[config.mk]
export PLATFORM = sky130hd
export DESIGN_NAME = ddr_ctl
export DESIGN_NICKNAME = d
export VERILOG_FILES = /design/src/hdl/ddr_wait_timer.v /design/src/hdl/ddr_ctl.v
export VERILOG_INCLUDE_DIRS = /design/src /design/src/hdl
export SDC_FILE = /design/constraint.sdc
export NUM_CORES = 1
export LEC_CHECK = 0
export ABC_AREA = 1
export BUFFER_PORTS_ARGS = -buffer_cell sky130_fd_sc_hd__buf_4
export CAP_MARGIN = 20
export CORE_MARGIN = 2
export CORE_UTILIZATION = 55
export CTS_BUF_LIST = sky130_fd_sc_hd__clkbuf_4
export CTS_CLUSTER_DIAMETER = 40
export CTS_CLUSTER_SIZE = 20
export DETAILED_ROUTE_END_ITERATION = 8
export HOLD_SLACK_MARGIN = 0.02
export PLACE_DENSITY = 0.73
export SYNTH_ARGS = -nofsm -noshare
export SYNTH_HDL_FRONTEND = slang
export SYNTH_SLANG_ARGS = --single-unit
export TNS_END_PERCENT = 1
[constraint.sdc]
create_clock -name clk_sys -period 14 [get_ports clk_sys]
set_input_delay 2.8 -clock clk_sys [delete_from_list [all_inputs] [get_ports clk_sys]]
set_output_delay 2.8 -clock clk_sys [all_outputs]
set_load 0.01 [all_outputs]
[src/hdl/ddr_ctl_consts.vh]
// constants for the ddr command and init controller
`ifndef DDR_CTL_CONSTS_VH
`define DDR_CTL_CONSTS_VH
// register offsets on the software port
`define REG_CTRL        4'h0
`define REG_STATUS      4'h1
`define REG_CMD         4'h2
`define REG_ADDR        4'h3
`define REG_MODE        4'h4
`define REG_EMODE       4'h5
`define REG_WDATA       4'h6
`define REG_RDATA       4'h7
// ctrl bits
`define CTRL_START      0
`define CTRL_SR_ENTER   1
`define CTRL_SR_EXIT    2
`define CTRL_PD_ENTER   3
`define CTRL_PD_EXIT    4
// status bits
`define ST_INIT_DONE    0
`define ST_BUSY         1
`define ST_SELF_REF     2
`define ST_POWER_DOWN   3
`define ST_ROW_OPEN     4
`define ST_REFUSED      5
// command codes in REG_CMD[2:0]
`define OP_ACT          3'h1
`define OP_RD           3'h2
`define OP_WR           3'h3
`define OP_PRE          3'h4
`define OP_REF          3'h5
`define OP_BST          3'h6
// {ras_n,cas_n,we_n} encodings
`define ENC_NOP         3'h7
`define ENC_ACT         3'h3
`define ENC_RD          3'h5
`define ENC_WR          3'h4
`define ENC_PRE         3'h2
`define ENC_BST         3'h6
`define ENC_REF         3'h1
`define ENC_MRS         3'h0
// address bit positions
`define AP_BIT          10
`define DLL_RESET_BIT   8
// timing: 200 us wait at 100 MHz, 10 ns period
`define CLK_NS          10
`define INIT_WAIT_US    200
`define INIT_WAIT_CYC   ((`INIT_WAIT_US * 1000) / `CLK_NS)
`define LOCK_WAIT_CYC   8'hC8
`define MRS_CYC         16'h0002
`define TRP_CYC         16'h0003
`define TWR_CYC         2
`define TRFC_CYC        16'h0008
`define BURST_LEN       4
`define RD_AP_HOLD      16'h0005
`define WR_AP_HOLD      16'h0008
`define REF_COUNT       2
// reset values
`define MODE_RST        15'h0032
`define EMODE_RST       15'h4000
`endif

[src/hdl/ddr_wait_timer.v]
// down-counting wait timer used for command spacing
module ddr_wait_timer (
  input  wire        clk_sys,
  input  wire        rst,
  input  wire        load,
  input  wire [15:0] count,
  output wire        done
);
  reg [15:0] left_r;

  // reload wins over counting down
  always @(posedge clk_sys or posedge rst) begin
    if (rst) begin
      left_r <= 16'h0000;
    end else if (load) begin
      left_r <= count;
    end else if (left_r != 16'h0000) begin
      left_r <= left_r - 16'h0001;
    end
  end

  assign done = (left_r == 16'h0000) && !load;
endmodule // ddr_wait_timer

[src/hdl/ddr_ctl.v]
// controller that initialises and drives a four-bank ddr sdram
// Contract
// RULE1: command pins encode cs ras cas we
// RULE2: precharge with ap bit hits all banks
// RULE3: mode operand on a0-a12 plus bank
// RULE4: mode write only after precharge plus trp
// RULE5: read autoprecharge holds bank bl/2+trp
// RULE6: write autoprecharge holds bank bl/2+1+twr+trp
// RULE7: byte mask high discards that beat
// RULE8: masks matter only during write bursts
// RULE9: refresh with cke falling enters self refresh
// RULE10: self refresh exit with cke high, nop
// RULE11: cke low with nop enters power-down
// RULE12: cke held low during power-up
// RULE13: wait 200 us before any command
// RULE14: then nop and raise cke
// RULE15: precharge all before mode programming
// RULE16: extended mode write enables loop
// RULE17: mode write a8 high, 200 cycles
// RULE18: precharge all again afterwards
// RULE19: at least two auto refreshes
// RULE20: final mode write with a8 low
// RULE21: extended mode uses ba0=1 ba1=0
// RULE22: two cycles after a mode write
// RULE23: activate before access, precharge before reopen
//
// Implementation choices: the address map and strobed register access.
`include "ddr_ctl_consts.vh"
module ddr_ctl #(
  parameter INIT_WAIT = `INIT_WAIT_CYC
) (
  input  wire        clk_sys,
  input  wire        rst,
  input  wire [3:0]  reg_addr,
  input  wire [31:0] reg_wdata,
  input  wire        reg_wr,
  input  wire        reg_rd,
  output reg  [31:0] reg_rdata,
  output reg         cke,
  output reg         cs_n,
  output reg         ras_n,
  output reg         cas_n,
  output reg         we_n,
  output reg  [12:0] addr,
  output reg  [1:0]  bank,
  output reg  [15:0] dq_out,
  output reg         dq_oe,
  input  wire [15:0] dq_in,
  output reg         lower_byte_strobe_out,
  output reg         upper_byte_strobe_out,
  output reg         strobe_oe,
  input  wire        lower_byte_strobe_in,
  input  wire        upper_byte_strobe_in,
  output reg         lower_byte_mask,
  output reg         upper_byte_mask
);
  // one-hot states
  localparam S_WAIT  = 12'h001;
  localparam S_CKE   = 12'h002;
  localparam S_PRE1  = 12'h004;
  localparam S_EXTENDED_MODE_REGISTER_WRITE  = 12'h008;
  localparam S_MRS1  = 12'h010;
  localparam S_PRE2  = 12'h020;
  localparam S_REF   = 12'h040;
  localparam S_MRS2  = 12'h080;
  localparam S_IDLE  = 12'h100;
  localparam S_SREF  = 12'h200;
  localparam S_PDN   = 12'h400;
  localparam S_GAP   = 12'h800;

  reg [11:0] state_r;
  reg [14:0] mode_r;
  reg [14:0] emode_r;
  reg [2:0]  cmd_op_r;
  reg [14:0] cmd_addr_r;
  reg        cmd_pend_r;
  reg [15:0] wdata_r;
  reg [1:0]  wmask_r;
  reg [15:0] rdata_r;
  reg [3:0]  open_r;
  reg [1:0]  ref_cnt_r;
  reg [7:0]  lock_cnt_r;
  reg        refused_r;
  reg        sr_req_r;
  reg        sr_exit_r;
  reg        pd_req_r;
  reg        pd_exit_r;
  reg [3:0]  wr_ph_r;
  reg [15:0] bank_hold_r [0:3];
  reg        tload;
  reg [15:0] tcount;
  wire       tdone;
  // pin input synchroniser for read data
  reg [15:0] dq_s1_r;
  reg [15:0] dq_s2_r;
  reg [15:0] dq_s3_r;
  integer    i;

  // hold time after an autoprecharge access
  function [15:0] ap_hold;
    input is_wr;
    begin
      if (is_wr) begin
        ap_hold = `WR_AP_HOLD;
      end else begin
        ap_hold = `RD_AP_HOLD;
      end
    end
  endfunction

  ddr_wait_timer u_timer (
    .clk_sys (clk_sys),
    .rst     (rst),
    .load    (tload),
    .count   (tcount),
    .done    (tdone)
  );

  // read data register, a change counts once stages two and three agree
  always @(posedge clk_sys or posedge rst) begin
    if (rst) begin
      dq_s1_r <= 16'h0000;
      dq_s2_r <= 16'h0000;
      dq_s3_r <= 16'h0000;
      rdata_r <= 16'h0000;
    end else begin
      dq_s1_r <= dq_in;
      dq_s2_r <= dq_s1_r;
      dq_s3_r <= dq_s2_r;
      if (dq_s2_r == dq_s3_r) begin
        rdata_r <= dq_s3_r;
      end
    end
  end

  // software register read, data one cycle later
  always @(posedge clk_sys or posedge rst) begin
    if (rst) begin
      reg_rdata <= 32'h00000000;
    end else if (reg_rd) begin
      case (reg_addr)
        `REG_STATUS: reg_rdata <= {26'h0, refused_r, (open_r != 4'h0), state_r == S_PDN,
                                   state_r == S_SREF, state_r != S_IDLE, state_r == S_IDLE};
        `REG_CMD:    reg_rdata <= {28'h0, cmd_pend_r, cmd_op_r};
        `REG_ADDR:   reg_rdata <= {17'h0, cmd_addr_r};
        `REG_MODE:   reg_rdata <= {17'h0, mode_r};
        `REG_EMODE:  reg_rdata <= {17'h0, emode_r};
        `REG_WDATA:  reg_rdata <= {14'h0, wmask_r, wdata_r};
        `REG_RDATA:  reg_rdata <= {16'h0, rdata_r};
        default:     reg_rdata <= 32'h00000000;
      endcase
    end else begin
      reg_rdata <= 32'h00000000;
    end
  end

  // main sequencer and pin drive
  always @(posedge clk_sys or posedge rst) begin
    if (rst) begin
      state_r    <= S_WAIT;
      // RULE12: cke low held through power-up
      cke        <= 1'b0;
      cs_n       <= 1'b1;
      ras_n      <= 1'b1;
      cas_n      <= 1'b1;
      we_n       <= 1'b1;
      addr       <= 13'h0000;
      bank       <= 2'h0;
      dq_out     <= 16'h0000;
      dq_oe      <= 1'b0;
      lower_byte_strobe_out <= 1'b0;
      upper_byte_strobe_out <= 1'b0;
      strobe_oe  <= 1'b0;
      lower_byte_mask <= 1'b0;
      upper_byte_mask <= 1'b0;
      mode_r     <= `MODE_RST;
      emode_r    <= `EMODE_RST;
      cmd_op_r   <= 3'h0;
      cmd_addr_r <= 15'h0000;
      cmd_pend_r <= 1'b0;
      wdata_r    <= 16'h0000;
      wmask_r    <= 2'h0;
      open_r     <= 4'h0;
      ref_cnt_r  <= 2'h0;
      lock_cnt_r <= 8'h00;
      refused_r  <= 1'b0;
      sr_req_r   <= 1'b0;
      sr_exit_r  <= 1'b0;
      pd_req_r   <= 1'b0;
      pd_exit_r  <= 1'b0;
      wr_ph_r    <= 4'h0;
      tload      <= 1'b1;
      tcount     <= INIT_WAIT[15:0];
      for (i = 0; i < 4; i = i + 1) begin
        bank_hold_r[i] <= 16'h0000;
      end
    end else begin
      // defaults: nop, timer idle
      tload <= 1'b0;
      cs_n  <= 1'b0;
      {ras_n, cas_n, we_n} <= `ENC_NOP;
      for (i = 0; i < 4; i = i + 1) begin
        if (bank_hold_r[i] != 16'h0000) begin
          bank_hold_r[i] <= bank_hold_r[i] - 16'h0001;
        end
      end
      if (lock_cnt_r != 8'h00) begin
        lock_cnt_r <= lock_cnt_r - 8'h01;
      end
      // software writes; ctrl requests stick until served
      if (reg_wr) begin
        case (reg_addr)
          `REG_CTRL: begin
            if (reg_wdata[`CTRL_SR_ENTER]) sr_req_r <= 1'b1;
            if (reg_wdata[`CTRL_SR_EXIT]) sr_exit_r <= 1'b1;
            if (reg_wdata[`CTRL_PD_ENTER]) pd_req_r <= 1'b1;
            if (reg_wdata[`CTRL_PD_EXIT]) pd_exit_r <= 1'b1;
            if (reg_wdata[`CTRL_START]) refused_r <= 1'b0;
          end
          `REG_CMD: begin
            cmd_op_r   <= reg_wdata[2:0];
            cmd_pend_r <= 1'b1;
          end
          `REG_ADDR:  cmd_addr_r <= reg_wdata[14:0];
          `REG_MODE:  mode_r <= reg_wdata[14:0];
          `REG_EMODE: emode_r <= reg_wdata[14:0];
          `REG_WDATA: begin
            wdata_r <= reg_wdata[15:0];
            wmask_r <= reg_wdata[17:16];
          end
          default: ;
        endcase
      end
      // write burst drive: four beats, masks only here
      dq_oe     <= (wr_ph_r != 4'h0);
      strobe_oe <= (wr_ph_r != 4'h0);
      if (wr_ph_r != 4'h0) begin
        wr_ph_r <= wr_ph_r - 4'h1;
        dq_out  <= wdata_r;
        lower_byte_strobe_out <= wr_ph_r[0];
        upper_byte_strobe_out <= wr_ph_r[0];
        // RULE7: mask set discards byte
        lower_byte_mask <= wmask_r[0];
        upper_byte_mask <= wmask_r[1];
      end else begin
        // RULE8: masks inert outside write
        lower_byte_mask <= 1'b0;
        upper_byte_mask <= 1'b0;
        lower_byte_strobe_out <= 1'b0;
        upper_byte_strobe_out <= 1'b0;
      end
      case (state_r)
        S_WAIT: begin
          cs_n <= 1'b1;
          // RULE13: 200 us wait first
          if (tdone) begin
            state_r <= S_CKE;
          end
        end
        S_CKE: begin
          // RULE14: nop and cke high in the same cycle
          cke     <= 1'b1;
          state_r <= S_PRE1;
        end
        S_PRE1: begin
          // RULE15: precharge all first
          {ras_n, cas_n, we_n} <= `ENC_PRE;
          addr[`AP_BIT] <= 1'b1;
          tload   <= 1'b1;
          tcount  <= `TRP_CYC;
          state_r <= S_GAP;
          ref_cnt_r <= 2'h0;
        end
        S_GAP: begin
          // RULE4: trp before mode write
          // RULE22: mode write gap
          if (tdone) begin
            if (lock_cnt_r == 8'h00 && ref_cnt_r == 2'h3) begin
              state_r <= S_IDLE;
            end else if (ref_cnt_r == 2'h3) begin
              state_r <= S_GAP;
            end else if (ref_cnt_r == 2'h0) begin
              state_r <= S_EXTENDED_MODE_REGISTER_WRITE;
              ref_cnt_r <= 2'h1;
            end else if (ref_cnt_r == 2'h1) begin
              state_r <= S_MRS1;
            end else begin
              state_r <= S_REF;
            end
          end
        end
        S_EXTENDED_MODE_REGISTER_WRITE: begin
          // RULE16: loop enable bit 0 low
          // RULE21: ba0=1 ba1=0 selects extended
          {ras_n, cas_n, we_n} <= `ENC_MRS;
          addr    <= emode_r[12:0] & 13'h1FFE;
          bank    <= 2'h1;
          tload   <= 1'b1;
          tcount  <= `MRS_CYC;
          state_r <= S_GAP;
          if (ref_cnt_r == 2'h0) ref_cnt_r <= 2'h1;
        end
        S_MRS1: begin
          // RULE17: loop reset, lock wait
          // RULE3: operand on a0-a12 and bank
          {ras_n, cas_n, we_n} <= `ENC_MRS;
          addr    <= mode_r[12:0] | 13'h0100;
          bank    <= 2'h0;
          lock_cnt_r <= `LOCK_WAIT_CYC;
          tload   <= 1'b1;
          tcount  <= `MRS_CYC;
          state_r <= S_PRE2;
        end
        S_PRE2: begin
          if (tdone) begin
            // RULE18: precharge all again
            {ras_n, cas_n, we_n} <= `ENC_PRE;
            addr[`AP_BIT] <= 1'b1;
            tload   <= 1'b1;
            tcount  <= `TRP_CYC;
            ref_cnt_r <= 2'h0;
            state_r <= S_REF;
          end
        end
        S_REF: begin
          // RULE19: two auto refreshes
          if (tdone) begin
            if (ref_cnt_r == `REF_COUNT) begin
              state_r <= S_MRS2;
            end else begin
              {ras_n, cas_n, we_n} <= `ENC_REF;
              ref_cnt_r <= ref_cnt_r + 2'h1;
              tload   <= 1'b1;
              tcount  <= `TRFC_CYC;
            end
          end
        end
        S_MRS2: begin
          // RULE20: a8 low final write
          {ras_n, cas_n, we_n} <= `ENC_MRS;
          addr    <= mode_r[12:0] & 13'h1EFF;
          bank    <= 2'h0;
          tload   <= 1'b1;
          tcount  <= `MRS_CYC;
          ref_cnt_r <= 2'h3;
          state_r <= S_GAP;
        end
        S_IDLE: begin
          if (!tdone) begin
            state_r <= S_IDLE;
          end else if (sr_req_r && open_r == 4'h0) begin
            // RULE9: refresh while cke falls
            sr_req_r <= 1'b0;
            {ras_n, cas_n, we_n} <= `ENC_REF;
            cke     <= 1'b0;
            state_r <= S_SREF;
          end else if (pd_req_r) begin
            // RULE11: nop while cke falls
            pd_req_r <= 1'b0;
            cke     <= 1'b0;
            state_r <= S_PDN;
          end else if (cmd_pend_r) begin
            cmd_pend_r <= reg_wr && reg_addr == `REG_CMD;
            bank    <= cmd_addr_r[14:13];
            addr    <= cmd_addr_r[12:0];
            // RULE5: read autoprecharge hold
            // RULE6: write autoprecharge hold
            // RULE23: row state tracking
            if (bank_hold_r[cmd_addr_r[14:13]] != 16'h0000 ||
                ((cmd_op_r == `OP_RD || cmd_op_r == `OP_WR) && !open_r[cmd_addr_r[14:13]]) ||
                (cmd_op_r == `OP_ACT && open_r[cmd_addr_r[14:13]]) ||
                (cmd_op_r == `OP_REF && open_r != 4'h0) ||
                (cmd_op_r == `OP_RD && lock_cnt_r != 8'h00)) begin
              refused_r <= 1'b1;
            end else begin
              case (cmd_op_r)
                `OP_ACT: begin
                  {ras_n, cas_n, we_n} <= `ENC_ACT;
                  open_r[cmd_addr_r[14:13]] <= 1'b1;
                end
                `OP_RD, `OP_WR: begin
                  // RULE1: command encoding
                  {ras_n, cas_n, we_n} <= (cmd_op_r == `OP_RD) ? `ENC_RD : `ENC_WR;
                  if (cmd_op_r == `OP_WR) wr_ph_r <= 4'h4;
                  if (cmd_addr_r[`AP_BIT]) begin
                    open_r[cmd_addr_r[14:13]] <= 1'b0;
                    bank_hold_r[cmd_addr_r[14:13]] <= ap_hold(cmd_op_r == `OP_WR);
                  end
                end
                `OP_PRE: begin
                  {ras_n, cas_n, we_n} <= `ENC_PRE;
                  // RULE2: ap bit precharges all
                  if (cmd_addr_r[`AP_BIT]) open_r <= 4'h0;
                  else open_r[cmd_addr_r[14:13]] <= 1'b0;
                  tload  <= 1'b1;
                  tcount <= `TRP_CYC;
                end
                `OP_REF: begin
                  {ras_n, cas_n, we_n} <= `ENC_REF;
                  tload  <= 1'b1;
                  tcount <= `TRFC_CYC;
                end
                `OP_BST: {ras_n, cas_n, we_n} <= `ENC_BST;
                default: refused_r <= 1'b1;
              endcase
            end
          end
        end
        S_SREF: begin
          if (sr_exit_r) begin
            // RULE10: exit with cke high, nop
            sr_exit_r <= 1'b0;
            cke       <= 1'b1;
            lock_cnt_r <= `LOCK_WAIT_CYC;
            state_r   <= S_IDLE;
          end else begin
            cke <= 1'b0;
          end
        end
        S_PDN: begin
          if (pd_exit_r) begin
            pd_exit_r <= 1'b0;
            cke       <= 1'b1;
            state_r   <= S_IDLE;
          end else begin
            cke <= 1'b0;
          end
        end
        default: state_r <= S_WAIT;
      endcase
    end
  end
endmodule // ddr_ctl

# Word level (Yosys, flattened, before mapping)

Cells that the tools add are included.

Input bits: 58
Output and inout bits: 74
Bits in registers: 335

Eq/ne operators: 49
Mux-type cells: 181
Bitwise operators: 7
$add $sub $neg: 8
Reductions and logical operators: 61
Magnitude comparators: 4

Operators by type and width:

| operator                                                              | count |
|---|---|
| 64-bit two-way mux                                                    | 8 |
| 16-bit two-way mux                                                    | 25 |
| 12-bit two-way mux                                                    | 12 |
| 18-bit one-hot mux with 7 select lines                                | 1 |
| 12-bit one-hot mux with 10 select lines                               | 1 |
| 16-bit nonzero test                                                   | 6 |
| 1-bit two-way mux                                                     | 80 |
| 16-bit one-hot mux with 5 select lines                                | 1 |
| 16-bit by 1-bit subtractor with 16-bit output (second input constant) | 5 |
| 64-bit bitwise mux                                                    | 1 |
| 13-bit two-way mux                                                    | 4 |
| 4-bit two-way mux                                                     | 12 |
| 10-bit one-hot mux with 4 select lines                                | 1 |
| 16-bit binary-select mux with 2-bit select                            | 1 |
| 16-bit demux with 2-bit select                                        | 1 |
| 32-bit two-way mux                                                    | 1 |
| 2-bit != test (second input constant)                                 | 16 |
| 16-bit one-hot mux with 2 select lines                                | 1 |
| 2-bit two-way mux                                                     | 11 |
| 16-bit == test                                                        | 1 |
| 4-bit by 3-bit == test with 1-bit output (second input constant)      | 4 |
| 16-bit logical NOT                                                    | 1 |
| 8-bit two-way mux                                                     | 2 |
| 8-bit one-hot mux with 2 select lines                                 | 1 |
| 68 further kinds                                                      | 113 |

# Logic depth before layout (Yosys ltp)

Gate-level depths: netlist of the first run.

Depth after elaboration: 24
Gate-level depth with buffers: 16
Mapped depth without buffers: 16

# Cells and area by module

A second synthesis of the first run with hierarchy kept.

Cells, all modules: 1,830
Area total of the unflattened synthesis: 15,104.5 sq um

By module, submodules not included:

| module         | instances | area an instance (sq um) | cells an instance |
|---|---|---|---|
| ddr_ctl        | 1         | 13,913.3                 | 1,645 |
| ddr_wait_timer | 1         | 1,191.1                  | 185 |

# Least setup slack after synthesis of the first run

OpenSTA, ideal clock, no wires.

Path kind: input-to-reg
Start point: input port reg_addr[0]
End point: register reg_rdata[14]
Data arrival time: 3,916 ps
Path buffers: 2
Stages: 7
Slack: 9,952 ps
Path through: clkbuf_1 -> nor2_1 -> nand2_1 -> clkbuf_1 -> o22ai_1 -> a311oi_1 -> nor2_1

Cells in the longest elaborated chain, start to end: 3

RTL lines:

| element                                                                | RTL line      | text |
|---|---|---|
| from (decl)                                                            | ddr_ctl.v:34  | `input wire [3:0] reg_addr,` |
| 4-bit by 3-bit == test with 1-bit output, or another cell as far along | ddr_ctl.v:141 | `case (reg_addr)` |
| 18-bit one-hot mux with 7 select lines *                               | ddr_ctl.v:141 |  |
| 32-bit two-way mux *                                                   | ddr_ctl.v:140 | `end else if (reg_rd) begin` |
| to (signal assigned)                                                   | ddr_ctl.v:142 | `` `REG_STATUS: reg_rdata <= {26'h0, refused_r, (open_r != 4'h0), state_r == S_PDN, `` |
| to (signal assigned)                                                   | ddr_ctl.v:144 | `` `REG_CMD: reg_rdata <= {28'h0, cmd_pend_r, cmd_op_r}; `` |
| to (signal assigned)                                                   | ddr_ctl.v:145 | `` `REG_ADDR: reg_rdata <= {17'h0, cmd_addr_r}; `` |
| to (decl)                                                              | ddr_ctl.v:38  | `output reg [31:0] reg_rdata,` |

Every way passes the cells marked *; elsewhere a longest branch is shown, timed or not.
A chain may end at the register's enable or synchronous reset.

# Final worst setup path of the first run

Start point: input port reg_addr[2]
End point: register reg_rdata[2]

The elaborated chain is that of the path after synthesis.

==> flow_summary.json, run 1 <==
{
  "run_status": "finished clean",
  "finalWirelength_mm": 34.79,
  "final_max_slew_viol_count": 0,
  "synthDistinctLibCells": 52,
  "synth_edf_count": 0,
  "grt_max_degree": 121,
  "fin_setup_tns_ns": 0,
  "number_of_cells_after_detailed_placement": 2166,
  "crit_fanout": 21,
  "postRouteAntennaNets": 0,
  "core_footprint_mm2": 0.02621,
  "number_of_antenna_violations_at_the_first_check_in_global_routing": 1,
  "layout.cells.most_common": "sky130_fd_sc_hd__nand2_1",
  "portion_of_the_post_synthesis_area_used_by_sequential_elements_pct": 52.59,
  "drc_errors": 0,
  "crit_path_top_delay_cell": "sky130_fd_sc_hd__o22ai_1",
  "worstSetupStartpoint": "reg_addr[2]",
  "synthesis.instances": 1761,
  "initial_core_util_pct": 56.20,
  "cp_data_required_time_ns": 14.57,
  "global_route.overflow_total": 0,
  "dr_total_vias": 12050,
  "clock_latency_at_the_later_pin_of_the_worst_skew_pair_ns": 0.71,
  "timing.max_slew.rel_slack_pct": 28.19,
  "dr_wl_met3_mm": 1.914,
  "drt_pass1_iterations": 6,
  "place_area_mm2": 0.01576,
  "r2r-end": "addr[7]",
  "first_pass_grt_wire_length_mm": 57.11,
  "top_signal_layer_used": "met4",
  "vdd_ir_drop_max_mv": 0.08596,
  "max_cap_violations": 0,
  "route.detailed.vias_per_inst": 5.365,
  "design.die.area_mm2": 0.02810,
  "start_kind": "input port",
  "cells_along_the_critical_path": "buf_4 -> inv_1 -> nor2_1 -> buf_4 -> nand2_1 -> o22ai_1 -> a21oi_1 -> a31oi_1",
  "cts-resized-gates": 0,
  "std_cell_rows": 59,
  "holdPathStages": 0,
  "pre_cts_ws_ns": 8.967,
  "slowest_delay_ns": 0.48,
  "skew_ns": 0.07031,
  "finish.instance_area_mm2": 0.01648,
  "hold_path.startpoint": "dq_s1_r[15]",
  "cts_hold_repair.buffers": 0,
  "detailroute.wirelength.met2_mm": 16.60,
  "worst-slew-pin-transition_ns": 1.074,
  "tritoncts": "done",
  "arrival_time_reported_for_the_critical_path_endpoint_ns": 5.02,
  "crit_path_class": "in -> reg",
  "die_w_um": 167.6,
  "first_global_vias": 11630,
  "rsz0062_at_grt": "no",
  "ys.flop_type": "sky130_fd_sc_hd__dfrtp_1",
  "power_density_mw_per_mm2": 108.0,
  "layout.cells.most_common_list": "372 x sky130_fd_sc_hd__nand2_1, 298 x sky130_fd_sc_hd__dfrtp_1, 233 x sky130_fd_sc_hd__inv_1, 224 x sky130_fd_sc_hd__nor2_1, 163 x sky130_fd_sc_hd__o21ai_0",
  "synth-warning-count": 0,
  "r2r_cells": 10,
  "worst-r2r-setup-slack_ns": 11.33,
  "synth_async_sr_flop_share_pct": 100.0,
  "place.port_buffers": 101,
  "max_freq_ghz": 0.2248,
  "finalHoldWorstSlack_ns": 0.3610,
  "report.final.setup_viol": 0,
  "yosys_register_bits": 309,
  "clock_tree.htree_level_count": 2,
  "syn_to_final_growth_pct": 11.88,
  "finalCoreUtilization_pct": 62.88,
  "syn_avg_cell_area_um2": 8.364,
  "static-leakage-power_nw": 8.726,
  "gr-usage-all-layers_pct": 25.09,
  "final_layout_size_suffix_gt1_share_pct": 13.20,
  "die_h_um": 167.6,
  "final_min_period_over_clock_period_pct": 31.78,
  "fin_ws_ns": 9.551,
  "num-nets-final": 1950,
  "holdPathEnd": "dq_s2_r[15]",
  "path_common_cell": "sky130_fd_sc_hd__buf_4",
  "global_placement_routability_congestion": 0.9217,
  "wl_per_cell_um": 15.50,
  "drt_iter0_drc": 831,
  "min-delay-path-class": "reg -> reg",
  "post_cts.repair.setup_buffers": 0,
  "met1_length_mm": 15.20,
  "reg2reg_launch_point": "state_r[0]",
  "ctsLongestPathBuffers": 3,
  "finalHoldViolCount": 0,
  "post-route-min-period_ns": 4.449,
  "place_hpwl_mm": 24.95,
  "report.power.total_mw": 1.780,
  "timing.critical_path.to_type": "register",
  "synthesis.area_mm2": 0.01473,
  "cts.reportedPaths.clkPinSlew_ns": 0.14,
  "layoutNonFillerInstCount": 2245,
  "ioPinCount": 132,
  "clkSinkCount": 309,
  "cts-buffers-inserted": 41,
  "cts-root-buf": "sky130_fd_sc_hd__clkbuf_4"
}
[where the power goes]
group,internal [mW],switching (mW),leakage [nW]
combinational,0.0594,0.113,4.38
clock,0.251,0.363,0.347
sequential,0.951,0.0428,4.00
[kinds of logic (layout without fill, tap and decap cells)]
group                      after synthesis  after routing  share of synthesized area, %
AOI/OAI and AO/OA                      300            300                         11.27
adders and majority gates               16             16                         1.359
DFF                                    309            309                         52.59
and+or+nand+nor                        777            777                         23.06
buffers and inverters                  297            432                         8.062
xor gates and xnor gates                61             61                         3.627
other                                    1             15                       0.02546
[sequential cells by signal, indices dropped and copies added (netlist names), 12 cells and up]
name	flops
addr	13
bank_hold_r	64
cmd_addr_r	15
dq_out	16
dq_s1_r	16
dq_s2_r	16
dq_s3_r	16
emode_r	15
mode_r	15
rdata_r	16
reg_rdata	18
state_r	12
u_timer.left_r	16
wdata_r	16
[cell usage after synthesis (3+ instances only)]
| cell | instances | area [um^2] |
|---|---|---|
| sky130_fd_sc_hd__nand2_1 | 372 | 1396 |
| sky130_fd_sc_hd__nor4_1 | 7 | 43.79 |
| sky130_fd_sc_hd__inv_2 | 10 | 37.54 |
| sky130_fd_sc_hd__buf_4 | 16 | 120.1 |
| sky130_fd_sc_hd__inv_1 | 234 | 878.3 |
| sky130_fd_sc_hd__a31oi_1 | 12 | 75.07 |
| sky130_fd_sc_hd__nor3_2 | 4 | 40.04 |
| sky130_fd_sc_hd__a211oi_1 | 11 | 82.58 |
| sky130_fd_sc_hd__or2_2 | 4 | 25.02 |
| sky130_fd_sc_hd__o31ai_1 | 3 | 22.52 |
| sky130_fd_sc_hd__dfstp_2 | 11 | 289.0 |
| sky130_fd_sc_hd__nand3_1 | 66 | 330.3 |
| sky130_fd_sc_hd__nand3_2 | 7 | 70.07 |
| sky130_fd_sc_hd__nand4_1 | 27 | 168.9 |
| sky130_fd_sc_hd__clkbuf_1 | 27 | 101.4 |
| sky130_fd_sc_hd__nand2_2 | 3 | 18.77 |
| sky130_fd_sc_hd__a311oi_1 | 5 | 43.79 |
| sky130_fd_sc_hd__nor2_4 | 5 | 56.30 |
| sky130_fd_sc_hd__nand3_4 | 3 | 52.55 |
| sky130_fd_sc_hd__nor3_1 | 29 | 145.1 |
| sky130_fd_sc_hd__xor2_1 | 42 | 367.9 |
| sky130_fd_sc_hd__ha_1 | 16 | 200.2 |
| sky130_fd_sc_hd__a21oi_1 | 45 | 225.2 |
| sky130_fd_sc_hd__o21ai_1 | 13 | 65.06 |
| sky130_fd_sc_hd__buf_2 | 8 | 40.04 |
| sky130_fd_sc_hd__xnor2_1 | 19 | 166.4 |
| sky130_fd_sc_hd__o21ai_0 | 163 | 815.8 |
| sky130_fd_sc_hd__o22ai_1 | 32 | 200.2 |
| sky130_fd_sc_hd__nor2_1 | 225 | 844.6 |
| sky130_fd_sc_hd__nor2_2 | 15 | 93.84 |
| sky130_fd_sc_hd__dfrtp_1 | 298 | 7457 |
[layer usage]
layer / vias up / GRT usage [%]
met5: - / 0
met4: 0 / 9.414
met3: 81 / 4.396
met2: 356 / 41.02
met1: 5717 / 33.81
li1: 5891 / -
[area by class of cell]
cell class / count / area [um^2]
fill: 2279 / 9727
sequential: 309 / 7746
multi-input combinational: 1168 / 5847
inverter: 246 / 933.4
timing repair buffer: 110 / 853.3
tap: 335 / 419.2
clock inverter: 33 / 355.3
clock buffer: 43 / 322.8
antenna: 1 / 2.502
[worst max path at each step]
stage	endpoint	slack, ns	cells after the start
floorplan	addr[0]	2.67	1
global route	cmd_addr_r[6]	9.42	6
detailed placement	reg_rdata[3]	8.97	8
global placement	reg_rdata[2]	8.95	7
CTS	reg_rdata[3]	9.73	8
finish	reg_rdata[2]	9.55	8
[critical path, delay by kind of cell]
family | cells | cell delay, ns
AND/OR/NAND/NOR | 2 | 0.82
buffers and inverters | 3 | 0.53
AO/OA/AOI/OAI | 3 | 0.87
(Power assumes the default switching activity.)
==> inputs of run 2 (changes only) <==
Settings changed: ABC_AREA 1 to 0.
Clock period 14 ns to 4.35 ns, I/O delays scaled along.
==> flow_summary.json, run 2 <==
{
  "die_w_um": 164.8,
  "finish.instance_area_mm2": 0.01600,
  "synth.top_cells.by_area": "sky130_fd_sc_hd__dfrtp_1 52%, sky130_fd_sc_hd__mux2_2 8.2%, sky130_fd_sc_hd__xnor2_1 3.9%",
  "synth.top_cells.by_count": "298 x sky130_fd_sc_hd__dfrtp_1, 123 x sky130_fd_sc_hd__nor2_1, 103 x sky130_fd_sc_hd__mux2_2",
  "start_kind": "register",
  "report.final.setup_viol": 0,
  "static-leakage-power_nw": 7.684,
  "core_footprint_mm2": 0.02525,
  "worst-slew-pin-transition_ns": 1.024,
  "layout.cells.most_common": "sky130_fd_sc_hd__dfrtp_1",
  "final_layout_size_suffix_gt1_share_pct": 24.68,
  "post-route-min-period_ns": 3.341,
  "clkSinkCount": 309,
  "std_cell_rows": 58,
  "ys.flop_type": "sky130_fd_sc_hd__dfrtp_1",
  "final_max_slew_viol_count": 0,
  "gr-usage-all-layers_pct": 23.30,
  "portion_of_the_post_synthesis_area_used_by_sequential_elements_pct": 54.50,
  "grt_util_met2_pct": 38.40,
  "place_hpwl_mm": 21.74,
  "max_cap_violations": 0,
  "postRouteAntennaNets": 0,
  "route.detailed.vias_per_inst": 5.704,
  "yosys_register_bits": 309,
  "run_status": "finished clean",
  "skew_ns": 0.08951,
  "top_usage_layer": "met2",
  "cts-buffers-inserted": 42,
  "global_route.overflow_total": 0,
  "cp_data_required_time_ns": 4.96,
  "synthDistinctLibCells": 74,
  "grt_max_degree": 92,
  "drc_errors": 0,
  "drt_iter0_drc": 644,
  "first_pass_grt_wire_length_mm": 50.05,
  "cts-root-buf": "sky130_fd_sc_hd__clkbuf_4",
  "post_cts.repair.setup_buffers": 0,
  "synth.most_common_cell": "sky130_fd_sc_hd__dfrtp_1",
  "ctsLongestPathBuffers": 3,
  "global_placement_routability_congestion": 0.8698,
  "arrival_time_reported_for_the_critical_path_endpoint_ns": 3.95,
  "crit_path_class": "reg -> reg",
  "register_area_mm2": 0.007746,
  "rsz0062_at_grt": "no",
  "number_of_antenna_violations_at_the_first_check_in_global_routing": 1,
  "synth_async_sr_flop_share_pct": 100.0,
  "synthesis.instances": 1268,
  "cts.reportedPaths.clkPinSlew_ns": 0.16,
  "die_h_um": 164.8,
  "synth_top_cell_area_share_pct": 52.47,
  "layout.cells.most_common_list": "298 x sky130_fd_sc_hd__dfrtp_1, 123 x sky130_fd_sc_hd__nor2_1, 118 x sky130_fd_sc_hd__buf_4, 103 x sky130_fd_sc_hd__mux2_2, 85 x sky130_fd_sc_hd__nand2_1",
  "syn_to_final_growth_pct": 12.58,
  "first_global_vias": 9754,
  "tritoncts": "done",
  "fin_setup_tns_ns": 0,
  "groute.layer.met3.usage_pct": 3.616,
  "cts-resized-gates": 0,
  "synth-warning-count": 0,
  "finalHoldViolCount": 0,
  "min-delay-path-class": "in -> reg",
  "synth_edf_count": 0,
  "clock_latency_at_the_later_pin_of_the_worst_skew_pair_ns": 0.71,
  "layout_top_registers": "bank_hold_r: 64 flops, reg_rdata: 18 flops",
  "syn_avg_cell_area_um2": 11.21,
  "dr_total_vias": 9930,
  "timing.max_slew.rel_slack_pct": 31.75,
  "design.die.area_mm2": 0.02714,
  "vdd_ir_drop_max_mv": 0.2978,
  "largest_reg_flops": 64,
  "timing.critical_path.to_type": "register",
  "final_min_period_over_clock_period_pct": 76.80,
  "power_density_mw_per_mm2": 364.3,
  "multiInputGateArea_mm2": 0.006082,
  "cell_taking_the_most_area_after_synthesis": "sky130_fd_sc_hd__dfrtp_1",
  "place_area_mm2": 0.01533,
  "cts_hold_repair.buffers": 0,
  "synthesis.area_mm2": 0.01421,
  "wl_per_cell_um": 17.60,
  "finalWirelength_mm": 30.63,
  "num-nets-final": 1451,
  "crit_fanout": 16,
  "clock_tree.htree_level_count": 2,
  "ioPinCount": 132,
  "drt_pass1_iterations": 9,
  "finalHoldWorstSlack_ns": 0.2453,
  "max_freq_ghz": 0.2993,
  "place.port_buffers": 101,
  "initial_core_util_pct": 56.28,
  "use_met1_pct": 32.29,
  "final.fill_count": 2077,
  "largest-register": "bank_hold_r"
}
-- run 2: worst max-delay path, stage by stage (launching register included) --
cell and delay, ns:
sky130_fd_sc_hd__dfrtp_1 0.48, sky130_fd_sc_hd__nor4_4 0.50, sky130_fd_sc_hd__nand4_2 0.46, sky130_fd_sc_hd__nor4_1 0.45, sky130_fd_sc_hd__and2_1 0.24, sky130_fd_sc_hd__nand4_4 0.21, sky130_fd_sc_hd__nor3_4 0.58, sky130_fd_sc_hd__mux2_4 0.35
-- run 2: metrics by stage --
step	setup slack, ns	util, %	cells	total power, mW
2_1_floorplan	-0.6240	-	1281	3.689
3_3_place_gp	1.081	60.70	1663	3.891
3_5_place_dp	1.017	60.70	1663	3.914
4_1_cts	1.057	63.35	1740	5.888
5_1_grt	0.7379	63.36	1741	6.114
6_report	1.009	63.36	1741	5.829
-- run 2: per-layer routing --
metal | vias up | share of wire (%)
met5 | - | 0
met4 | 0 | 2.2
li1 | 4713 | -
met3 | 57 | 5.0
met1 | 4888 | 44
met2 | 272 | 49
-- run 2: layout make-up --
| type | instances | share of cell area [%] |
|---|---|---|
| sequential | 309 | 48.41 |
| multi-input combinational | 866 | 38.01 |
| timing repair buffer | 121 | 5.912 |
| tap | 330 | 2.581 |
| clock buffer | 46 | 2.158 |
| clock inverter | 31 | 2.018 |
| inverter | 37 | 0.8915 |
| antenna | 1 | 0.01564 |
-- run 2: path summary, 6_finish.rpt --
| path | endpoint | cells past startpoint | start | slack (ns) |
|---|---|---|---|---|
| max in group asynchronous | ref_cnt_r[1] | 3 | rst | 3.03 |
| min reg2reg | dq_s2_r[3] | 0 | dq_s1_r[3] | 0.34 |
| min | dq_s1_r[14] | 1 | dq_in[14] | 0.25 |
| max reg2reg | bank_hold_r[51] | 7 | state_r[2] | 1.01 |
| max | bank_hold_r[51] | 7 | state_r[2] | 1.01 |
| min in group asynchronous | dq_s3_r[13] | 2 | rst | 0.26 |
-- run 2: kinds of logic after synthesis --
| kind of cell | share of synthesized area, % |
|---|---|
| other | 0.02639 |
| xor gates and xnor gates | 5.053 |
| DFF | 54.50 |
| adders and majority gates | 1.409 |
| buffers and inverters | 3.275 |
| muxes | 10.63 |
| and+or+nand+nor | 15.98 |
| AOI/OAI and AO/OA | 9.129 |
-- run 2: power breakdown --
group | internal, mW | total (mW) | switching, mW | leakage, nW
combinational | 0.289 | 0.585 | 0.296 | 3.34
clock | 0.832 | 1.98 | 1.14 | 0.373
sequential | 3.08 | 3.27 | 0.192 | 3.97
==> inputs of run 3 (changes only) <==
Settings changed: PLACE_DENSITY 0.73 to 0.76.
Clock period 4.35 ns to 2.85 ns, I/O delays scaled along.
==> flow_summary.json, run 3 (synthesis results as in run 2) <==
{
  "postRouteAntennaNets": 0,
  "crit_path_class": "reg -> reg",
  "crit_fanout": 6,
  "layout.cells.most_common_list": "298 x sky130_fd_sc_hd__dfrtp_1, 165 x sky130_fd_sc_hd__buf_4, 123 x sky130_fd_sc_hd__nor2_1, 103 x sky130_fd_sc_hd__mux2_2, 85 x sky130_fd_sc_hd__nand2_1",
  "first_global_vias": 10520,
  "place_hpwl_mm": 23.38,
  "design.die.area_mm2": 0.02714,
  "max_freq_ghz": 0.3712,
  "run_status": "finished clean",
  "tritoncts": "done",
  "max_cap_violations": 0,
  "first_pass_grt_wire_length_mm": 53.00,
  "r2r-end": "bank_hold_r[51]",
  "place.port_buffers": 101,
  "cp_data_required_time_ns": 3.37,
  "hold_path.startpoint": "reg_wdata[17]",
  "wl_per_cell_um": 17.85,
  "finalCoreUtilization_pct": 65.72,
  "gr-usage-all-layers_pct": 24.71,
  "holdPathStages": 2,
  "finalWirelength_mm": 32.20,
  "vdd_ir_drop_max_mv": 0.4808,
  "drt_pass1_iterations": 7,
  "global_route.overflow_total": 0,
  "timing.critical_path.to_type": "register",
  "worst-r2r-setup-slack_ns": 0.16,
  "rsz0062_at_grt": "no",
  "final_min_period_over_clock_period_pct": 94.52,
  "die_h_um": 164.8,
  "drt_iter0_drc": 744,
  "report.final.setup_viol": 0,
  "cts.reportedPaths.clkPinSlew_ns": 0.14,
  "final_max_slew_viol_count": 0,
  "arrival_time_reported_for_the_critical_path_endpoint_ns": 3.21,
  "holdPathEnd": "wmask_r[1]",
  "number_of_antenna_violations_at_the_first_check_in_global_routing": 1,
  "finalHoldViolCount": 0,
  "post-route-min-period_ns": 2.694,
  "worst-slew-pin-transition_ns": 1.055,
  "die_w_um": 164.8,
  "reg2reg_launch_point": "bank_hold_r[4]",
  "syn_to_final_growth_pct": 16.78,
  "drc_errors": 0,
  "largest_reg_flops": 64,
  "skew_ns": 0.06353,
  "min-delay-path-class": "in -> reg",
  "fin_setup_tns_ns": 0,
  "core_footprint_mm2": 0.02525,
  "timing.max_slew.rel_slack_pct": 29.64,
  "r2r_cells": 7,
  "ctsLongestPathBuffers": 3,
  "power_density_mw_per_mm2": 545.2,
  "static-leakage-power_nw": 8.003,
  "global_placement_routability_congestion": 0.8887,
  "layout_top_registers": "bank_hold_r: 64 flops, reg_rdata: 18 flops",
  "num-nets-final": 1516,
  "ioPinCount": 132,
  "cts-buffers-inserted": 41,
  "grt_max_degree": 90,
  "start_kind": "register",
  "clock_tree.htree_level_count": 2,
  "clkSinkCount": 309,
  "clock_latency_at_the_later_pin_of_the_worst_skew_pair_ns": 0.68,
  "final_layout_size_suffix_gt1_share_pct": 26.95,
  "layout.cells.most_common": "sky130_fd_sc_hd__dfrtp_1",
  "largest-register": "bank_hold_r",
  "final.fill_count": 1912,
  "dr_total_vias": 10380,
  "cts-root-buf": "sky130_fd_sc_hd__clkbuf_4",
  "initial_core_util_pct": 56.28,
  "std_cell_rows": 58,
  "route.detailed.vias_per_inst": 5.753
}
## run 3: how the worst max path moves through the flow
| stage | from | end |
|---|---|---|
| 6_report | bank_hold_r[4] | bank_hold_r[51] |
| 5_1_grt | bank_hold_r[52] | bank_hold_r[51] |
| 4_1_cts | bank_hold_r[52] | bank_hold_r[51] |
| 3_5_place_dp | bank_hold_r[4] | wr_ph_r[3] |
| 3_3_place_gp | bank_hold_r[4] | wr_ph_r[1] |
| 2_1_floorplan | rst | addr[0] |
## run 3: worst max-delay path: stages, from the launching register on
cell and delay [ns]:
sky130_fd_sc_hd__dfrtp_1 0.44, sky130_fd_sc_hd__or4_4 0.61, sky130_fd_sc_hd__nor4_4 0.33, sky130_fd_sc_hd__a21oi_1 0.19, sky130_fd_sc_hd__nor3_4 0.24, sky130_fd_sc_hd__nand4_4 0.22
sky130_fd_sc_hd__nor3_4 0.24, sky130_fd_sc_hd__mux2_4 0.32
## run 3: cell type report
cell class / count / area, um^2 / share of cell area [%]
multi-input cells: 866 / 6088 / 36.68
repair buffers: 187 / 1509 / 9.092
diodes: 1 / 2.502 / 0.01508
well taps: 330 / 412.9 / 2.488
flip-flops and latches: 309 / 7746 / 46.67
clock inverters: 26 / 335.3 / 2.020
clock buffers: 48 / 360.3 / 2.171
inverters: 37 / 142.6 / 0.8594
## run 3: power breakdown
part | switching, mW | total [mW] | internal, mW
sequential | 0.254 | 4.95 | 4.70
combinational | 0.520 | 1.01 | 0.489
clock | 1.66 | 3.09 | 1.43
## run 3: what timing repair did
| item | 4_1_cts | 5_1_grt |
|---|---|---|
| hold buffers | 17 | 0 |
| endpoints found under the hold margin | 34 | 0 |
| buffers inserted | 0 | 0 |
| setup endpoints to repair | 0 | 4 |
| gates resized for setup | 0 | 2 |
## run 3: metrics by stage
| step | instance area (um^2) | hold WS (ns) | total power, mW | cells | setup WS, ns |
|---|---|---|---|---|---|
| 2_1_floorplan | 14260 | 0.3312 | 5.631 | 1281 | -1.824 |
| 3_3_place_gp | 15720 | 0.3317 | 5.979 | 1712 | 0.2020 |
| 3_5_place_dp | 15720 | 0.3347 | 6.024 | 1712 | 0.1708 |
| 4_1_cts | 16590 | 0.05467 | 9.130 | 1803 | 0.1418 |
| 5_1_grt | 16600 | 0.06304 | 9.457 | 1804 | 0.03879 |
| 6_report | 16600 | 0.1010 | 9.049 | 1804 | 0.1561 |
## run 3: metal layers
metal | global-route usage, % | share of wire [%] | vias up
li1 | - | - | 4856
met1 | 32.52 | 42 | 5165
met2 | 42.60 | 51 | 294
met3 | 3.616 | 5.1 | 63
met4 | 7.628 | 2.4 | 0
met5 | 0 | 0 | -
